==> src/core/lintc_pkg.sv <==
// shared constants, modes and carrier structs of the transceiver controller
// assumes a 200 MHz reference clock on every module that imports it
`default_nettype none
package lintc_pkg;
  // reference clock period in ns
  localparam int unsigned CLK_NS = 5;
  // re-arm time, least: strictly longer than the printed figure
  localparam int unsigned T_REARM_NS = 10000;
  localparam int unsigned REARM_CYC = (T_REARM_NS + CLK_NS - 1) / CLK_NS + 1;
  // dominant time-out of the device, longest low we may ever drive
  localparam int unsigned T_DOM_MS = 20;
  localparam int unsigned DOM_CYC = T_DOM_MS * 1000000 / CLK_NS;
  // one bit time at 20 kbaud
  localparam int unsigned T_BIT_NS = 50000;
  localparam int unsigned BIT_CYC = T_BIT_NS / CLK_NS;
  // counter width shared by all timers
  localparam int unsigned CNT_W = 24;
  localparam logic [CNT_W-1:0] CNT_ONE = 24'h000001;
  localparam logic [CNT_W-1:0] CNT_ZERO = 24'h000000;

  // controller modes, mirroring the device modes
  typedef enum logic [2:0] {
    LINTC_FAILSAFE,
    LINTC_ARM,
    LINTC_NORMAL,
    LINTC_PRESLEEP,
    LINTC_SLEEP
  } lintc_mode_t;

  // wake / fail-safe source as read back from the pins
  localparam logic [1:0] SRC_NONE = 2'h0;
  localparam logic [1:0] SRC_BUS = 2'h1;
  localparam logic [1:0] SRC_LOCAL = 2'h2;
  localparam logic [1:0] SRC_UNDERV = 2'h3;

  // pins we drive toward the device
  typedef struct packed {
    logic en;      // mode enable
    logic txd_o;   // transmit pin level
    logic txd_oe;  // transmit pin enable, high while we drive
  } lintc_pin_out_t;

  // pins we read from the device
  typedef struct packed {
    logic txd;  // transmit pin as seen on the wire
    logic rxd;  // receive pin, pulled up outside
    logic regulator_inhibit_output;  // regulator inhibit level
  } lintc_pin_in_t;
endpackage
`default_nettype wire

==> src/core/lintc_buf2.sv <==
// two-entry valid/ready buffer for transmit bits
// assumes one clock; in_ready comes straight from a flip-flop
`default_nettype none
module lintc_buf2 #(
  parameter int unsigned W = 1
) (
  input wire logic ref_clk,        // reference clock
  input wire logic reset_n,        // async reset, active low
  input wire logic in_valid,       // writer offers a word
  input wire logic [W-1:0] in_data, // offered word
  output logic in_ready,           // room for a word
  output logic out_valid,          // a word is waiting
  output logic [W-1:0] out_data,   // oldest word
  input wire logic out_ready       // reader takes the word
);
  typedef struct packed {
    logic [W-1:0] e0;
    logic [W-1:0] e1;
    logic [1:0] cnt;
    logic room;
  } lintc_buf_st_t;

  lintc_buf_st_t st_ff, nxt_st;
  logic push, pop;

  //////////////////////////////////////////////////////////////////////////
  // handshakes; e0 is always the oldest word
  assign push = in_valid && st_ff.room;
  assign pop = out_ready && (st_ff.cnt != 2'h0);
  assign in_ready = st_ff.room;
  assign out_valid = (st_ff.cnt != 2'h0);
  assign out_data = st_ff.e0;

  // next state: shift on pop, write behind the last word on push
  always_comb begin
    nxt_st = st_ff;
    if (pop) begin
      nxt_st.e0 = st_ff.e1;
      nxt_st.cnt = st_ff.cnt - 2'h1;
    end
    if (push) begin
      if (nxt_st.cnt == 2'h0) begin
        nxt_st.e0 = in_data;
      end else begin
        nxt_st.e1 = in_data;
      end
      nxt_st.cnt = nxt_st.cnt + 2'h1;
    end
    // room registered so the writer sees a flop, not a gate chain
    nxt_st.room = (nxt_st.cnt != 2'h2);
  end

  always_ff @(posedge ref_clk or negedge reset_n) begin
    if (!reset_n) begin
      st_ff <= '{e0: '0, e1: '0, cnt: 2'h0, room: 1'b1};
    end else begin
      st_ff <= nxt_st;
    end
  end

  // a full buffer never accepts
  chk_buf_no_over: assert property (@(posedge ref_clk) disable iff (!reset_n)
    (st_ff.cnt == 2'h2) |-> !in_ready)
    else $error("buffer offered room while full");
endmodule
`default_nettype wire

==> src/core/lintc_ctrl.sv <==
// host-side controller for a single-wire bus transceiver: drives mode
// enable and transmit pin, reads receive, inhibit and fail-safe coding
// assumes pin inputs already synchronous to ref_clk
//
// Function
// - transmit low dominant, high recessive
// - hold transmit high over 10us first
// - after time-out, high over 10us re-arms
// - enable falls with transmit high: sleep
// - fail-safe until enable high, then normal
`default_nettype none
module lintc_ctrl
  import lintc_pkg::*;
#(
  parameter int unsigned BIT_CYCLES = lintc_pkg::BIT_CYC,
  parameter int unsigned DOM_CYCLES = lintc_pkg::DOM_CYC
) (
  input wire logic ref_clk,                  // 200 MHz reference
  input wire logic reset_n,                  // async reset, active low
  input wire logic cmd_normal,               // pulse: go to normal mode
  input wire logic cmd_sleep,                // pulse: go to sleep mode
  input wire logic tx_valid,                 // a bit to send
  input wire logic tx_data,                  // 0 dominant, 1 recessive
  output logic tx_ready,                     // buffer has room
  output logic rx_level,                     // bus level seen on receive
  output logic link_ready,                   // normal mode, armed
  output logic dom_timeout,                  // a bit was cut at 20 ms
  output logic [1:0] wake_src,               // fail-safe source code
  output lintc_pkg::lintc_pin_out_t pin_out, // pins toward device
  input wire lintc_pkg::lintc_pin_in_t pin_in // pins from device
);
  import lintc_pkg::*;

  localparam logic [CNT_W-1:0] BIT_LAST = CNT_W'(BIT_CYCLES - 1);
  localparam logic [CNT_W-1:0] DOM_MAX = CNT_W'(DOM_CYCLES);
  localparam logic [CNT_W-1:0] REARM_LAST = CNT_W'(REARM_CYC - 1);

  typedef struct packed {
    lintc_mode_t mode;
    lintc_pin_out_t pins;
    logic [CNT_W-1:0] cnt;
    logic [CNT_W-1:0] dom_cnt;
    logic busy;
    logic [1:0] src;
    logic rx;
    logic ready;
    logic tmo;
    logic inh_off;
  } lintc_st_t;

  localparam lintc_st_t ST_RST = '{
    mode: LINTC_FAILSAFE,
    pins: '{en: 1'b0, txd_o: 1'b1, txd_oe: 1'b0},
    cnt: CNT_ZERO,
    dom_cnt: CNT_ZERO,
    busy: 1'b0,
    src: SRC_NONE,
    rx: 1'b1,
    ready: 1'b0,
    tmo: 1'b0,
    inh_off: 1'b0
  };

  lintc_st_t st_ff, nxt_st;
  logic buf_valid, buf_data, buf_pop;

  ////////////////////////////////////////////////////////////////////////////
  // transmit bits wait here so a busy bit slot stalls the writer, not drops
  lintc_buf2 #(.W(1)) u_txbuf (
    .ref_clk(ref_clk),
    .reset_n(reset_n),
    .in_valid(tx_valid),
    .in_data(tx_data),
    .in_ready(tx_ready),
    .out_valid(buf_valid),
    .out_data(buf_data),
    .out_ready(buf_pop)
  );

  ////////////////////////////////////////////////////////////////////////////
  // mode sequencing and bit timing
  always_comb begin
    nxt_st = st_ff;
    buf_pop = 1'b0;
    case (st_ff.mode)
      LINTC_FAILSAFE: begin
        nxt_st.pins = '{en: 1'b0, txd_o: 1'b1, txd_oe: 1'b0};
        // transmit pin is the device's, read the source code
        case ({pin_in.txd, pin_in.rxd})
          2'b00: nxt_st.src = SRC_BUS;
          2'b01: nxt_st.src = SRC_LOCAL;
          2'b10: nxt_st.src = SRC_UNDERV;
          default: nxt_st.src = SRC_NONE;
        endcase
        // raise enable and start driving transmit high on the same edge
        if (cmd_normal) begin
          nxt_st.mode = LINTC_ARM;
          nxt_st.pins = '{en: 1'b1, txd_o: 1'b1, txd_oe: 1'b1};
          nxt_st.cnt = CNT_ZERO;
          nxt_st.src = SRC_NONE;
        end
      end
      LINTC_ARM: begin
        // recessive for longer than the re-arm time
        nxt_st.pins.txd_o = 1'b1;
        if (st_ff.cnt == REARM_LAST) begin
          nxt_st.mode = LINTC_NORMAL;
          nxt_st.ready = 1'b1;
          nxt_st.cnt = CNT_ZERO;
        end else begin
          nxt_st.cnt = st_ff.cnt + CNT_ONE;
        end
      end
      LINTC_NORMAL: begin
        if (st_ff.busy) begin
          // cut a dominant before the device trips, then re-arm
          if (st_ff.dom_cnt == DOM_MAX) begin
            nxt_st.pins.txd_o = 1'b1;
            nxt_st.busy = 1'b0;
            nxt_st.tmo = 1'b1;
            nxt_st.ready = 1'b0;
            nxt_st.mode = LINTC_ARM;
            nxt_st.cnt = CNT_ZERO;
          end else if (st_ff.cnt == BIT_LAST) begin
            // idle slot returns the bus to recessive
            nxt_st.pins.txd_o = 1'b1;
            nxt_st.busy = 1'b0;
          end else begin
            nxt_st.cnt = st_ff.cnt + CNT_ONE;
          end
        end else if (cmd_sleep) begin
          // transmit set high one cycle ahead of the enable edge
          nxt_st.pins.txd_o = 1'b1;
          nxt_st.ready = 1'b0;
          nxt_st.mode = LINTC_PRESLEEP;
        end else if (buf_valid) begin
          // low drives dominant, high leaves recessive
          buf_pop = 1'b1;
          nxt_st.pins.txd_o = buf_data;
          nxt_st.busy = 1'b1;
          nxt_st.tmo = 1'b0;
          nxt_st.cnt = CNT_ZERO;
        end
      end
      LINTC_PRESLEEP: begin
        // enable falls while transmit is still driven high
        nxt_st.pins.en = 1'b0;
        nxt_st.inh_off = 1'b0;
        nxt_st.mode = LINTC_SLEEP;
      end
      LINTC_SLEEP: begin
        // enable low, pin released; device keeps recessive
        nxt_st.pins = '{en: 1'b0, txd_o: 1'b1, txd_oe: 1'b0};
        if (cmd_normal) begin
          nxt_st.mode = LINTC_ARM;
          nxt_st.pins = '{en: 1'b1, txd_o: 1'b1, txd_oe: 1'b1};
          nxt_st.cnt = CNT_ZERO;
        end else if (st_ff.inh_off && pin_in.regulator_inhibit_output) begin
          // inhibit back on means a wake-up, device is fail-safe
          nxt_st.mode = LINTC_FAILSAFE;
        end
        // the device drops inhibit only after it has seen enable fall,
        // so a wake counts once the pin has been seen off while asleep
        if (!pin_in.regulator_inhibit_output) begin
          nxt_st.inh_off = 1'b1;
        end
      end
      default: begin
        nxt_st = ST_RST;
      end
    endcase
    // length of the current driven low level
    if (nxt_st.pins.txd_oe && !nxt_st.pins.txd_o) begin
      nxt_st.dom_cnt = st_ff.dom_cnt + CNT_ONE;
    end else begin
      nxt_st.dom_cnt = CNT_ZERO;
    end
    // receive only means bus level while the transceiver is on
    nxt_st.rx = (nxt_st.mode == LINTC_NORMAL) ? pin_in.rxd : 1'b1;
  end

  // single state register; reset mirrors the device's power-up fail-safe
  always_ff @(posedge ref_clk or negedge reset_n) begin
    if (!reset_n) begin
      st_ff <= ST_RST;
    end else begin
      st_ff <= nxt_st;
    end
  end

  ////////////////////////////////////////////////////////////////////////////
  // outputs straight from the state register
  assign pin_out = st_ff.pins;
  assign rx_level = st_ff.rx;
  assign link_ready = st_ff.ready;
  assign dom_timeout = st_ff.tmo;
  assign wake_src = st_ff.src;

  ////////////////////////////////////////////////////////////////////////////
  // checks
  chk_idle_recessive: assert property (@(posedge ref_clk)
    disable iff (!reset_n)
    (st_ff.mode == LINTC_NORMAL && !st_ff.busy) |-> st_ff.pins.txd_o)
    else $error("transmit low with no bit in flight");
  chk_arm_then_normal: assert property (@(posedge ref_clk)
    disable iff (!reset_n)
    $rose(st_ff.mode == LINTC_NORMAL) |->
      $past(st_ff.mode) == LINTC_ARM && $past(st_ff.cnt) == REARM_LAST)
    else $error("normal reached before re-arm time");
  chk_rise_en_high: assert property (@(posedge ref_clk)
    disable iff (!reset_n)
    $rose(st_ff.pins.en) |->
      (st_ff.pins.txd_o && st_ff.pins.txd_oe && st_ff.src == SRC_NONE) [*8])
    else $error("enable rose without transmit held high");
  chk_dom_bound: assert property (@(posedge ref_clk)
    disable iff (!reset_n)
    st_ff.dom_cnt <= DOM_MAX)
    else $error("dominant driven past the time-out");
  chk_tmo_rearm: assert property (@(posedge ref_clk)
    disable iff (!reset_n)
    $rose(st_ff.tmo) |-> st_ff.mode == LINTC_ARM && st_ff.pins.txd_o)
    else $error("time-out not followed by re-arm");
  chk_sleep_edge: assert property (@(posedge ref_clk)
    disable iff (!reset_n)
    $fell(st_ff.pins.en) |->
      $past(st_ff.pins.txd_o) && $past(st_ff.pins.txd_oe)
      ##1 st_ff.mode == LINTC_SLEEP && !st_ff.pins.txd_oe)
    else $error("enable fell without transmit high");
  chk_fs_released: assert property (@(posedge ref_clk)
    disable iff (!reset_n)
    st_ff.mode == LINTC_FAILSAFE |-> !st_ff.pins.txd_oe && !st_ff.pins.en)
    else $error("transmit pin driven in fail-safe");
  chk_wake_to_fs: assert property (@(posedge ref_clk)
    disable iff (!reset_n)
    (st_ff.mode == LINTC_SLEEP && st_ff.inh_off && pin_in.regulator_inhibit_output &&
      !cmd_normal) |=> st_ff.mode == LINTC_FAILSAFE)
    else $error("wake-up missed in sleep");
  chk_sleep_no_early: assert property (@(posedge ref_clk)
    disable iff (!reset_n)
    (st_ff.mode == LINTC_SLEEP && !st_ff.inh_off && !cmd_normal) |=>
      st_ff.mode == LINTC_SLEEP)
    else $error("left sleep before inhibit went off");
endmodule
`default_nettype wire

==> config.mk <==
export PLATFORM = sky130hd
export DESIGN_NAME = lintc_ctrl
export DESIGN_NICKNAME = d
export VERILOG_FILES = /design/src/core/lintc_pkg.sv /design/src/core/lintc_buf2.sv /design/src/core/lintc_ctrl.sv
export SDC_FILE = /design/constraint.sdc
export NUM_CORES = 1
export LEC_CHECK = 0
export ABC_AREA = 1
export BUFFER_PORTS_ARGS = -buffer_cell sky130_fd_sc_hd__buf_2
export CORE_ASPECT_RATIO = 1.1
export CORE_MARGIN = 8
export CORE_UTILIZATION = 60
export CTS_CLUSTER_DIAMETER = 50
export DETAILED_ROUTE_END_ITERATION = 6
export MAX_ROUTING_LAYER = met4
export PLACE_DENSITY = 0.87
export SYNTH_ARGS = -nofsm -noshare
export SYNTH_HDL_FRONTEND = slang
export SYNTH_SLANG_ARGS = --single-unit
==> constraint.sdc <==
create_clock -name ref_clk -period 4.9 [get_ports ref_clk]
set_input_delay 0.49 -clock ref_clk [delete_from_list [all_inputs] [get_ports ref_clk]]
set_output_delay 0.49 -clock ref_clk [all_outputs]
set_load 0.005 [all_outputs]
Word level (Yosys, flattened, before mapping) --
Cells that the tools add are included.
Word-level totals: bits in registers 66, bits of input ports 9, output and inout port bits 9, word-level logic and storage cells 117
Operators by class: add/subtract/negate cells 4, eq/ne operators 20, mux-type cells 52, bitwise logic cells 5, reductions and logical operators 20
Operators by type and width (number):
- $mux 24 | 7
- $pmux 24 s5 | 1
- $add 24x1->24 const B | 2
- $mux 30 | 1
- $mux 27 | 1
- $eq 24x11->1 const B | 1
- $eq 24x14->1 const B | 1
- $eq 24x22->1 const B | 1
- $mux 1 | 21
- $mux 3 | 6
- $pmux 3 s5 | 1
- $ne 3x3->1 const B | 4
- $ne 2x2->1 const B | 5
- $eq 3x2->1 const B | 3
- $pmux 1 s3 | 3
- $reduce_or 3->1 | 3
- $mux 2 | 4
- $reduce_and 4->1 | 2
- $reduce_or 4->1 | 2
- $pmux 1 s2 | 3
- $pmux 2 s3 | 1
- $reduce_and 6->1 | 1
- $not 1->1 | 5
- $logic_and 1x1->1 | 4
- other kinds (16) | 18

Longest topological paths before layout --
Gate-level depths: netlist of the first run.
depth in word-level cells 11, mapped depth 13, gate-level depth less buffers 12

Hierarchy --
Synthesis of the first run repeated with hierarchy kept, for this count alone.
Second synthesis, totals: cells, all modules 658, area total of the unflattened synthesis 4490.6 µm²
By module, submodules not included:
- lintc_ctrl | times used 1, cells each 620, area each 4191.5 µm², sequential area each 1529.0 µm²
- lintc_buf2 | times used 1, cells each 38, area each 299.0 µm², sequential area each 126.4 µm²

Worst setup path before layout of the first run --
OpenSTA, ideal clock, no wires.
path type reg-to-reg, start register st_ff[6] (netlist name), end register u_txbuf.st_ff[3] (netlist name), setup time 0.125 ns, arrival time 1.729 ns, required time 4.775 ns, path slack 3.046 ns, cell stages (with the launch flop) 11, buffers on the path 1, period minus slack after synthesis 1.854 ns, path through dfrtp_1 > buf_2 > inv_1 > nand2_1 > nor2_1 > nand2_1 > inv_1 > o21ai_0 > ha_1 > nor2_1 > mux2_2
On the way: cells in the longest elaborated chain, start to end 7
RTL lines:
- from (decl) | RTL line lintc_ctrl.sv:64 | lintc_st_t st_ff, nxt_st;
- from (signal assigned) | RTL line lintc_ctrl.sv:187 | st_ff <= nxt_st;
- $mux 1 | RTL line lintc_ctrl.sv:115 | if (st_ff.busy) begin
- $mux 1 | RTL line lintc_ctrl.sv:85 | case (st_ff.mode)
- $logic_and 1x1->1 | RTL line lintc_buf2.sv:29 | assign pop = out_ready && (st_ff.cnt != 2'h0);
- $mux 2 | RTL line lintc_buf2.sv:37 | if (pop) begin
- $logic_not 2->1 | RTL line lintc_buf2.sv:42 | if (nxt_st.cnt == 2'h0) begin
- $not 1->1 (no source line)
- $reduce_and 2->1 (no source line)
- to (signal assigned) | RTL line lintc_buf2.sv:55 | st_ff <= '{e0: '0, e1: '0, cnt: 2'h0, room: 1'b1};
- to (signal assigned) | RTL line lintc_buf2.sv:57 | st_ff <= nxt_st;
- to (decl) | RTL line lintc_buf2.sv:23 | lintc_buf_st_t st_ff, nxt_st;
Every way passes these cells. A chain may end at the register's enable or synchronous reset.

Final worst setup path of the first run --
Same ends and word-level chain as after synthesis.

==> metrics.md, run 1 <==
| Metric | Value |
|---|---|
| Status | `complete, no violations` |
| Top FF cell, synth | `dfrtp_1` |
| Largest stage delay, worst path | `0.91 ns` |
| Fillers | `650` |
| Leakage | `0.002198 uW` |
| Setup bufs post-CTS | `0` |
| Gp weighted congestion | `0.9333` |
| Clk slew on worst S/H paths | `0.07 ns` |
| Tot GR Track Use | `22.18%` |
| Final Hold Fails | `0` |
| WL/cell | `13.94 um` |
| Cell taking the most area after synthesis | `dfrtp_1` |
| Worst R2R Setup Slack | `2.31 ns` |
| Critical path required time | `5.13 ns` |
| Post_cts resized | `0` |
| Core area | `7350 um^2` |
| Vias/cell | `5.680` |
| Clock root buffer | `clkbuf_8` |
| PD cells | `287.5 nW/um^2` |
| Total global routing overflow | `0` |
| Min-delay worst type | `primary input to async pin` |
| FF+latch count, synth | `66` |
| Post-synth top area share | `35.01%` |
| Critical path class | `flip-flop to flip-flop` |
| First-pass GRT wire length | `18.92 mm` |
| CTS Buf Count | `9` |
| NumNets Final | `686` |
| Largest net degree at the start of global routing | `67` |
| Detailed placement HPWL | `7.779 mm` |
| Critical Path, Cell by Cell | `inv_1, nand2_1, nor2_1, nand2_1, inv_1, nand2_1, o21ai_0, ha_1, nor2_1, mux2_2` |
| Async SR Flop Fraction | `100.0%` |
| Worst IR Drop VDD | `0.2500 mV` |
| Iter 0 DRT Violations | `230` |
| Area Growth Syn to Fin | `5.807%` |
| Worst R2R Path Depth | `10` |
| Yosys warning count | `0` |
| Post-Layout Cell Count | `763` |
| Worst Path Buf+Inv | `2` |
| Max-cap violations | `0` |
| Drt first pass iters | `5` |
| Initial Util | `61.27%` |
| Unrepaired setup endpoints after global routing | `false` |
| Post-synth EDFFs | `0` |
| Num ports | `18` |
| FF-to-FF End | `u_txbuf.st_ff[3]` |
| Arr. time, crit path | `2.82 ns` |
| Netlist cell types | `36` |
| Clk buf depth | `2` |
| Final wirelength | `10.64 mm` |
| Pins Over Slew Limit | `0` |
| Cell count after placement | `747` |
| Multi-input gate area | `2419 um^2` |
| Crit path max fanout | `25` |
| # hold bufs at CTS | `0` |
| Setup-failing EPs final | `0` |
| H-tree depth | `3` |
| Crit path max-delay family | `flip-flops` |
| Die height | `106.9 um` |
| Crit share post-route | `52.80%` |
| Die ar. | `10540 um^2` |
| Relative slew margins | `42.19%` |
| Synth Instances | `663` |
| Crit path capture type | `flip-flop` |
| Register area | `1655 um^2` |
| Most common cell in the netlist | `nand2_1` |
| Startpoint types | `flip-flop` |
| Mapped Nets | `678` |
| Stages on worst setup path | `10` |
| Floorplan row count | `33` |
| Syn_area_per_cell | `6.792 um^2` |
| R2r startpoint | `st_ff[6]` |
| CTS tree | `yes` |
| Seq/Total Area, Yosys | `36.76%` |
| I/O Buffers | `17` |
| Crit path time final | `2.587 ns` |
| Layout cell share with drive strength beyond 1 | `7.840%` |
| CP max stage cell | `dfrtp_1` |
| Top cells by count, synth | `nand2_1, nor2_1, nand3_1` |
| Later-pin clock latency in the skew report | `0.34 ns` |
| Slew @ Worst Pin | `0.8671 ns` |
| Num Clock Sinks | `66` |
| Synth Cell Area | `4503 um^2` |
| Initial antenna violation count | `0` |
| DRC errors left | `0` |
| Vias in the first global route | `4320` |
| Vias | `4334` |
| Number of routed nets with antenna violations | `0` |
| Clock skew | `0.008048 ns` |
| Setup TNS | `0 ns` |
| Fmax | `0.3865 GHz` |
| N_diodes | `0` |
| Hold slack | `0.3263 ns` |
| Die Span X | `98.60 um` |
| CP most frequent cell | `nand2_1` |
| Largest cells by area after synthesis | `dfrtp_1, nand2_1, nor2_1, nand3_1, inv_1` |
==> routing by layer <==
metal	track usage, %	wire length, um	vias up
li1	-	-	2125
met4	8.123	216	0
met3	4.018	525	25
met5	-	0	-
met2	38.23	5466	129
met1	25.31	4428	2055
==> registers in the layout, summed over array words and instances (netlist names) <==
name,count
pin_out,3
dom_timeout,1
wake_src,2
u_txbuf.in_ready,1
link_ready,1
u_txbuf.st_ff,3
rx_level,1
u_txbuf.out_data,1
st_ff,53
==> area by class of cell <==
class	instances	share of cell area [%]
Multi-Input combinational cell	500	50.76
Inverter	76	5.987
Clock buffer	11	3.178
Clock inverter	5	1.103
Sequential cell	66	34.74
Timing Repair Buffer	18	1.943
Tap cell	87	2.285
==> per-stage QoR <==
| stage | instance area [um^2] | total power, uW | setup WS [ns] | utilization [%] |
|---|---|---|---|---|
| after floorplan | 4503 | 854.4 | 3.046 | - |
| after global placement | 4561 | 901.1 | 2.477 | 62.05 |
| after detailed placement | 4561 | 913.8 | 2.377 | 62.05 |
| after CTS | 4765 | 1383 | 2.355 | 64.83 |
| after global routing | 4765 | 1450 | 2.090 | 64.83 |
| final | 4765 | 1370 | 2.313 | 64.83 |
==> where the power goes <==
group | total [uW] | switching [uW] | internal [uW]
Sequential | 648 | 47.7 | 600
Clock | 467 | 207 | 260
Combinational | 255 | 157 | 97.8
Total | 1370 | 412 | 958
==> placed cells by master (no fill, tap or decap) <==
master,count
mux2_2,1
inv_1,70
o211ai_1,1
nand2_1,185
nor2_1,119
o22ai_1,1
bufinv_16,1
nand3_2,5
dfrtp_1,63
o21bai_1,4
buf_4,1
nand3_1,76
nand2_2,1
o31ai_1,1
a21oi_1,4
clkbuf_8,11
o221ai_1,1
nor3_1,12
nor3_2,2
clkinv_1,2
nand2_4,1
xnor2_1,8
nor2_4,2
o21ai_1,1
ha_1,6
dfstp_2,3
a211oi_1,1
inv_2,4
nand4_1,28
buf_2,17
o41ai_1,1
clkinvlp_4,1
xor2_1,25
nand3b_1,2
clkinv_2,3
o21ai_0,12
==> logic make-up (layout without fill, tap and decap cells) <==
kind of cell             after synthesis  after routing  share of synthesized area (%)
AND/OR/NAND/NOR                      433            433                          41.79
buffers and inverters                 97            110                          9.530
flip-flops                            66             66                          36.76
XOR/XNOR                              33             33                          6.419
AO/OA/AOI/OAI                         27             27                          3.585
adder cells (fa/ha/maj)                6              6                          1.667
multiplexers                           1              1                         0.2501
==> worst max-delay path by stage <==
stage	start	slack, ns	to
after global placement	st_ff[6]	2.48	u_txbuf.st_ff[3]
after detailed placement	st_ff[6]	2.38	u_txbuf.st_ff[3]
final	st_ff[6]	2.31	u_txbuf.st_ff[3]
after CTS	st_ff[6]	2.36	u_txbuf.st_ff[3]
after floorplan	st_ff[6]	3.05	u_txbuf.st_ff[3]
after global routing	st_ff[6]	2.09	u_txbuf.st_ff[3]
No activity file was read; power rests on OpenSTA's default activity.
==> run 2: changes to the inputs <==
--- a/config.mk
+++ b/config.mk
@@ -9,11 +9,11 @@
 export BUFFER_PORTS_ARGS = -buffer_cell sky130_fd_sc_hd__buf_2
 export CORE_ASPECT_RATIO = 1.1
 export CORE_MARGIN = 8
-export CORE_UTILIZATION = 60
+export CORE_UTILIZATION = 56
 export CTS_CLUSTER_DIAMETER = 50
 export DETAILED_ROUTE_END_ITERATION = 6
 export MAX_ROUTING_LAYER = met4
-export PLACE_DENSITY = 0.87
+export PLACE_DENSITY = 0.85
 export SYNTH_ARGS = -nofsm -noshare
 export SYNTH_HDL_FRONTEND = slang
 export SYNTH_SLANG_ARGS = --single-unit
==> constraint.sdc (replaced) <==
create_clock -name ref_clk -period 2.2 [get_ports ref_clk]
set_input_delay 0.22 -clock ref_clk [delete_from_list [all_inputs] [get_ports ref_clk]]
set_output_delay 0.22 -clock ref_clk [all_outputs]
set_load 0.005 [all_outputs]
==> metrics.md, run 2 (synthesized netlist as in run 1, its figures left out) <==
| Metric | Value |
|---|---|
| Initial Util | `57.22%` |
| Largest net degree at the start of global routing | `67` |
| Clk buf depth | `2` |
| CTS Buf Count | `9` |
| Setup TNS | `0 ns` |
| Hold Path Depth | `2` |
| CTS tree | `yes` |
| Grt met1 use | `25.44%` |
| Final wirelength | `11.20 mm` |
| Num ports | `18` |
| Unrepaired setup endpoints after global routing | `false` |
| Initial antenna violation count | `0` |
| Worst Hold End | `wake_src[1]` |
| Later-pin clock latency in the skew report | `0.36 ns` |
| Worst R2R Setup Slack | `0.20 ns` |
| Vias/cell | `5.589` |
| Gr busiest metal | `met2` |
| Drt first pass iters | `5` |
| Clock skew | `0.01273 ns` |
| Num Clock Sinks | `66` |
| Status | `complete, no violations` |
| Crit path time final | `1.999 ns` |
| Vias in the first global route | `4360` |
| Tot GR Track Use | `22.35%` |
| Crit path max fanout | `4` |
| Register area | `1655 um^2` |
| Worst IR Drop VDD | `0.6102 mV` |
| Startpoint types | `flip-flop` |
| CP max stage cell | `dfrtp_1` |
| Die height | `110.1 um` |
| N_diodes | `0` |
| Vias | `4421` |
| Largest stage delay, worst path | `0.41 ns` |
| FF-to-FF End | `u_txbuf.st_ff[3]` |
| Routing usage on met3 | `3.015%` |
| Number of routed nets with antenna violations | `0` |
| Die Span X | `101.5 um` |
| Fmax | `0.5002 GHz` |
| Pins Over Slew Limit | `0` |
| Arr. time, crit path | `2.24 ns` |
| Hold slack | `0.06716 ns` |
| Worst Path Buf+Inv | `2` |
| Core area | `7870 um^2` |
| Final Hold Fails | `0` |
| Crit path max-delay family | `simple AND/OR/NAND/NOR gates` |
| Max-cap violations | `0` |
| First-pass GRT wire length | `19.60 mm` |
| Critical Path, Cell by Cell | `inv_1, nand3_2, nor2_1, nand2_1, inv_1, o21ai_0, ha_1, nor2_1, mux2_2` |
| Fillers | `702` |
| Layout cell share with drive strength beyond 1 | `8.638%` |
| Leakage | `0.002237 uW` |
| Top reg by flops | `st_ff` |
| Relative slew margins | `61.36%` |
| I/O Buffers | `17` |
| Min-delay worst type | `primary input to flip-flop` |
| Most frequent cells in the layout | `nand2_1, nor2_1, nand3_1` |
| Max reg flops | `53` |
| Met2 global-route usage | `37.68%` |
| Critical path required time | `2.45 ns` |
| Clk slew on worst S/H paths | `0.08 ns` |
| Worst R2R Path Depth | `9` |
| Iter 0 DRT Violations | `331` |
| DRC errors left | `0` |
| Multi-input gate area | `2426 um^2` |
| Total global routing overflow | `0` |
| Setup-failing EPs final | `0` |
| Min-delay src | `cmd_normal` |
| Crit path capture type | `flip-flop` |
| Crit share post-route | `90.87%` |
| NumNets Final | `693` |
| Detailed placement HPWL | `7.987 mm` |
| Critical path class | `flip-flop to flip-flop` |
| Layout Utilization | `61.76%` |
| Floorplan row count | `34` |
| Slew @ Worst Pin | `0.5761 ns` |
| Gp weighted congestion | `0.9739` |
| H-tree depth | `3` |
| Clock root buffer | `clkbuf_8` |
| PD cells | `649.0 nW/um^2` |
| Die ar. | `11170 um^2` |
| WL/cell | `14.16 um` |
| Area Growth Syn to Fin | `7.947%` |
| Most common cell after layout, fill and taps aside | `nand2_1` |
| R2r startpoint | `st_ff[58]` |
## run 2: worst max-delay path by stage
| stage | endpoint | slack [ns] | cells after the start | start |
|---|---|---|---|---|
| 6_report | u_txbuf.st_ff[3] | 0.20 | 9 | st_ff[58] |
| 5_1_grt | u_txbuf.st_ff[3] | 0.04 | 9 | st_ff[58] |
| 4_1_cts | st_ff[28] | 0.17 | 10 | st_ff[31] |
| 3_5_place_dp | st_ff[28] | 0.19 | 10 | st_ff[31] |
| 3_3_place_gp | st_ff[30] | 0.35 | 10 | st_ff[31] |
| 2_1_floorplan | u_txbuf.st_ff[3] | 0.35 | 10 | st_ff[6] |
## run 2: per-layer routing
layer / share of wire [%] / up-vias
li1: - / 2138
met1: 41 / 2086
met2: 51 / 163
met3: 5.1 / 34
met4: 2.6 / 0
met5: 0 / -
## run 2: through the flow
stage | power (uW) | setup WS, ns | cells | area [um^2]
finish | 3155 | 0.2008 | 791 | 4861
global route | 3315 | 0.03539 | 791 | 4861
CTS | 3168 | 0.1676 | 791 | 4853
detailed placement | 2070 | 0.1939 | 774 | 4644
global placement | 2028 | 0.3468 | 774 | 4644
floorplan | 1903 | 0.3464 | 663 | 4503
## run 2: cell type report
type                    count  area share (%)
clock buffers               9           2.548
clock inverters             7           1.544
inverters                  76           5.869
multi-input cells         500           49.91
flip-flops and latches     66           34.05
well taps                 108           2.780
repair buffers             25           3.295
## run 2: power breakdown
part / internal, uW / leakage (uW) / switching (uW)
registers: 1340 / 0.000884 / 117
clock network: 534 / 0.000104 / 541
logic: 231 / 0.00125 / 396
total: 2100 / 0.00224 / 1050
## run 2: repair_timing
| item | in CTS | in global routing |
|---|---|---|
| endpoints found under the hold margin | 63 | 0 |
| hold buffers | 1 | 0 |
| resized for setup | 0 | 1 |
| setup buffers | 0 | 0 |
| endpoints found under the setup margin | 0 | 1 |
## run 2: worst reg2reg max path: stages (launching register included)
cell and delay, ns:
dfrtp_1 0.41, inv_1 0.14, nand3_2 0.14, nor2_1 0.14, nand2_1 0.12, inv_1 0.11
o21ai_0 0.14, ha_1 0.25, nor2_1 0.11, mux2_2 0.33
==> run 3: changes to the inputs <==
--- a/config.mk
+++ b/config.mk
@@ -5,15 +5,14 @@
 export SDC_FILE = /design/constraint.sdc
 export NUM_CORES = 1
 export LEC_CHECK = 0
-export ABC_AREA = 1
 export BUFFER_PORTS_ARGS = -buffer_cell sky130_fd_sc_hd__buf_2
 export CORE_ASPECT_RATIO = 1.1
 export CORE_MARGIN = 8
-export CORE_UTILIZATION = 56
+export CORE_UTILIZATION = 55
 export CTS_CLUSTER_DIAMETER = 50
 export DETAILED_ROUTE_END_ITERATION = 6
 export MAX_ROUTING_LAYER = met4
-export PLACE_DENSITY = 0.85
+export PLACE_DENSITY = 0.84
 export SYNTH_ARGS = -nofsm -noshare
 export SYNTH_HDL_FRONTEND = slang
 export SYNTH_SLANG_ARGS = --single-unit
==> metrics.md, run 3 <==
| Metric | Value |
|---|---|
| Status | `complete, but fails checks` |
| Failing checks | `setup timing` |
| Die height | `102.4 um` |
| Crit path capture type | `flip-flop` |
| R2r startpoint | `st_ff[9]` |
| Tot GR Track Use | `21.81%` |
| Mapped Nets | `426` |
| Leakage | `0.002042 uW` |
| Initial antenna violation count | `0` |
| Drt first pass iters | `5` |
| Vias | `3780` |
| Setup ws final | `-0.2360 ns` |
| Top FF cell, synth | `dfrtp_1` |
| Detailed placement HPWL | `6.400 mm` |
| FF+latch count, synth | `66` |
| Die Span X | `94.53 um` |
| Seq/Total Area, Yosys | `44.37%` |
| H-tree depth | `3` |
| Pins Over Slew Limit | `0` |
| Initial Util | `56.58%` |
| Clk slew on worst S/H paths | `0.08 ns` |
| Die ar. | `9678 um^2` |
| Unrepaired setup endpoints after global routing | `true` |
| Largest net degree at the start of global routing | `67` |
| Critical path class | `flip-flop to flip-flop` |
| Largest cells by area after synthesis | `dfrtp_1, nand2_1, nor2_1, nand3_1, xnor2_1` |
| Critical path origin | `st_ff[9]` |
| Top cells by count, synth | `dfrtp_1, nand2_1, nor2_1` |
| Later-pin clock latency in the skew report | `0.36 ns` |
| Min-delay worst type | `primary input to flip-flop` |
| Floorplan row count | `31` |
| Slew @ Worst Pin | `0.4675 ns` |
| CP Capture Point | `st_ff[43]` |
| Max reg flops | `53` |
| Worst R2R Path Depth | `7` |
| Area of placed instances | `4178 um^2` |
| Crit path time final | `2.436 ns` |
| Arr. time, crit path | `2.67 ns` |
| Synth Cell Area | `3731 um^2` |
| N_diodes | `0` |
| Worst R2R Setup Slack | `-0.24 ns` |
| Setup-failing EPs final | `50` |
| Syn_area_per_cell | `9.078 um^2` |
| Vias/cell | `6.678` |
| NumNets Final | `494` |
| Layout cell share with drive strength beyond 1 | `28.93%` |
| Post-synth EDFFs | `0` |
| Startpoint types | `flip-flop` |
| Met2 global-route usage | `35.81%` |
| FF-to-FF End | `st_ff[43]` |
| Clock root buffer | `clkbuf_8` |
| Area Growth Syn to Fin | `29.38%` |
| Worst slack, placed | `-0.07095 ns` |
| Yosys warning count | `0` |
| Async SR Flop Fraction | `100.0%` |
| Relative slew margins | `68.55%` |
| Routing usage on met3 | `4.923%` |
| Iter 0 DRT Violations | `476` |
| Most frequent cells in the layout | `dfrtp_1, nand2_1, nor2_1, buf_4, nand3_1` |
| Top reg by flops | `st_ff` |
| Synth Instances | `411` |
| Critical path required time | `2.44 ns` |
| Gr busiest metal | `met2` |
| Total global routing overflow | `0` |
| Grt met1 use | `24.92%` |
| First-pass GRT wire length | `16.19 mm` |
| CTS tree | `yes` |
| Vias in the first global route | `3414` |
| Most common cell after layout, fill and taps aside | `dfrtp_1` |
| Power, Total | `3511 uW` |
| PD cells | `727.2 nW/um^2` |
| Worst IR Drop VDD | `0.4051 mV` |
| Final wirelength | `11.87 mm` |
| Fmax | `0.4105 GHz` |
| Final Hold Fails | `0` |
| Post-synth top area share | `42.25%` |
| DRC errors left | `0` |
| Crit path max fanout | `5` |
| Num ports | `18` |
| Most common cell in the netlist | `dfrtp_1` |
| Gp weighted congestion | `0.9023` |
| Number of routed nets with antenna violations | `0` |
| Netlist cell types | `63` |
| WL/cell | `20.96 um` |
| CTS Buf Count | `9` |
| Max-cap violations | `0` |
| Crit share post-route | `110.7%` |
| Num Clock Sinks | `66` |
| Clock skew | `0.01427 ns` |
| Core area | `6594 um^2` |
| I/O Buffers | `17` |
| Min-delay src | `pin_in[0]` |
| Clk buf depth | `2` |
| Fin area | `4827 um^2` |
| Cell taking the most area after synthesis | `dfrtp_1` |
-- run 3: cell count changes after synthesis, moves of 6 or more --
| cell | change |
|---|---|
| a21oi_1 | +12 |
| nor4_1 | +9 |
| nand2b_1 | +6 |
| xnor2_1 | +6 |
| nand4_1 | -18 |
| clkbuf_1 | +9 |
| inv_1 | -55 |
| nor2_1 | -72 |
| o311ai_1 | +7 |
| and3_1 | +8 |
| nand2_1 | -136 |
| nand3_1 | -46 |
| xor2_1 | -12 |
-- run 3: kinds of logic after synthesis --
kind of cell | count (synthesis) | synth area share [%]
simple gates | 198 | 27.23
buf+inv | 36 | 4.594
flops | 66 | 44.37
mux | 4 | 1.140
compound gates | 74 | 14.32
fa+ha+maj | 6 | 2.012
xor+xnor | 27 | 6.338
-- run 3: worst min path at each step --
| stage | to | depth (start not counted) |
|---|---|---|
| after CTS | st_ff[0] | 2 |
| after detailed placement | st_ff[24] | 2 |
| final | st_ff[0] | 2 |
| after floorplan | dom_timeout | 0 |
| after global placement | st_ff[21] | 2 |
| after global routing | st_ff[0] | 2 |
-- run 3: worst max-delay path: stages, from the launching register on --
cell	delay, ns
dfrtp_1	0.40
nor4bb_1	0.34
nand4_1	0.29
buf_4	0.24
nand2b_1	0.22
a41o_4	0.32
nand2b_4	0.22
o311ai_2	0.29
-- run 3: area by class of cell --
type,count,area [um^2]
clock buffer,10,137.6
clock inverter,6,66.31
fill,386,1767
inverter,16,60.06
multi-input combinational,311,2191
sequential,66,1655
tap,82,102.6
timing repair buffer,75,614.3
-- run 3: routing by layer --
metal / up-vias / routed length (um)
li1: 1616 / -
met1: 1816 / 4389
met2: 280 / 5772
met3: 68 / 1075
met4: 0 / 627
met5: - / 0
-- run 3: repair_timing --
action	in CTS	in global routing
gates resized for setup	12	42
hold buffers	1	0
endpoints found under the setup margin	37	49
pin swaps	2	15
gates cloned	1	5
setup buffers	2	5
endpoints found under the hold margin	63	0
-- run 3: through the flow --
stage          hold slack, ns  util, %  setup TNS [ns]  cells
2_1_floorplan        -0.07559        -               0    411
3_3_place_gp           0.2627    63.36               0    536
3_5_place_dp           0.2656    63.36         -0.5920    536
4_1_cts               0.07902    68.03         -0.5946    556
5_1_grt               0.08578    73.21          -7.779    566
6_report              0.08946    73.21          -7.311    566
-- run 3: power by group --
| part | total (uW) | internal (uW) | switching (uW) | leakage [uW] |
|---|---|---|---|---|
| Clock | 1060 | 556 | 507 | 0.000106 |
| Combinational | 920 | 412 | 507 | 0.00107 |
| Sequential | 1530 | 1370 | 156 | 0.000861 |
| Total | 3510 | 2340 | 1170 | 0.00204 |
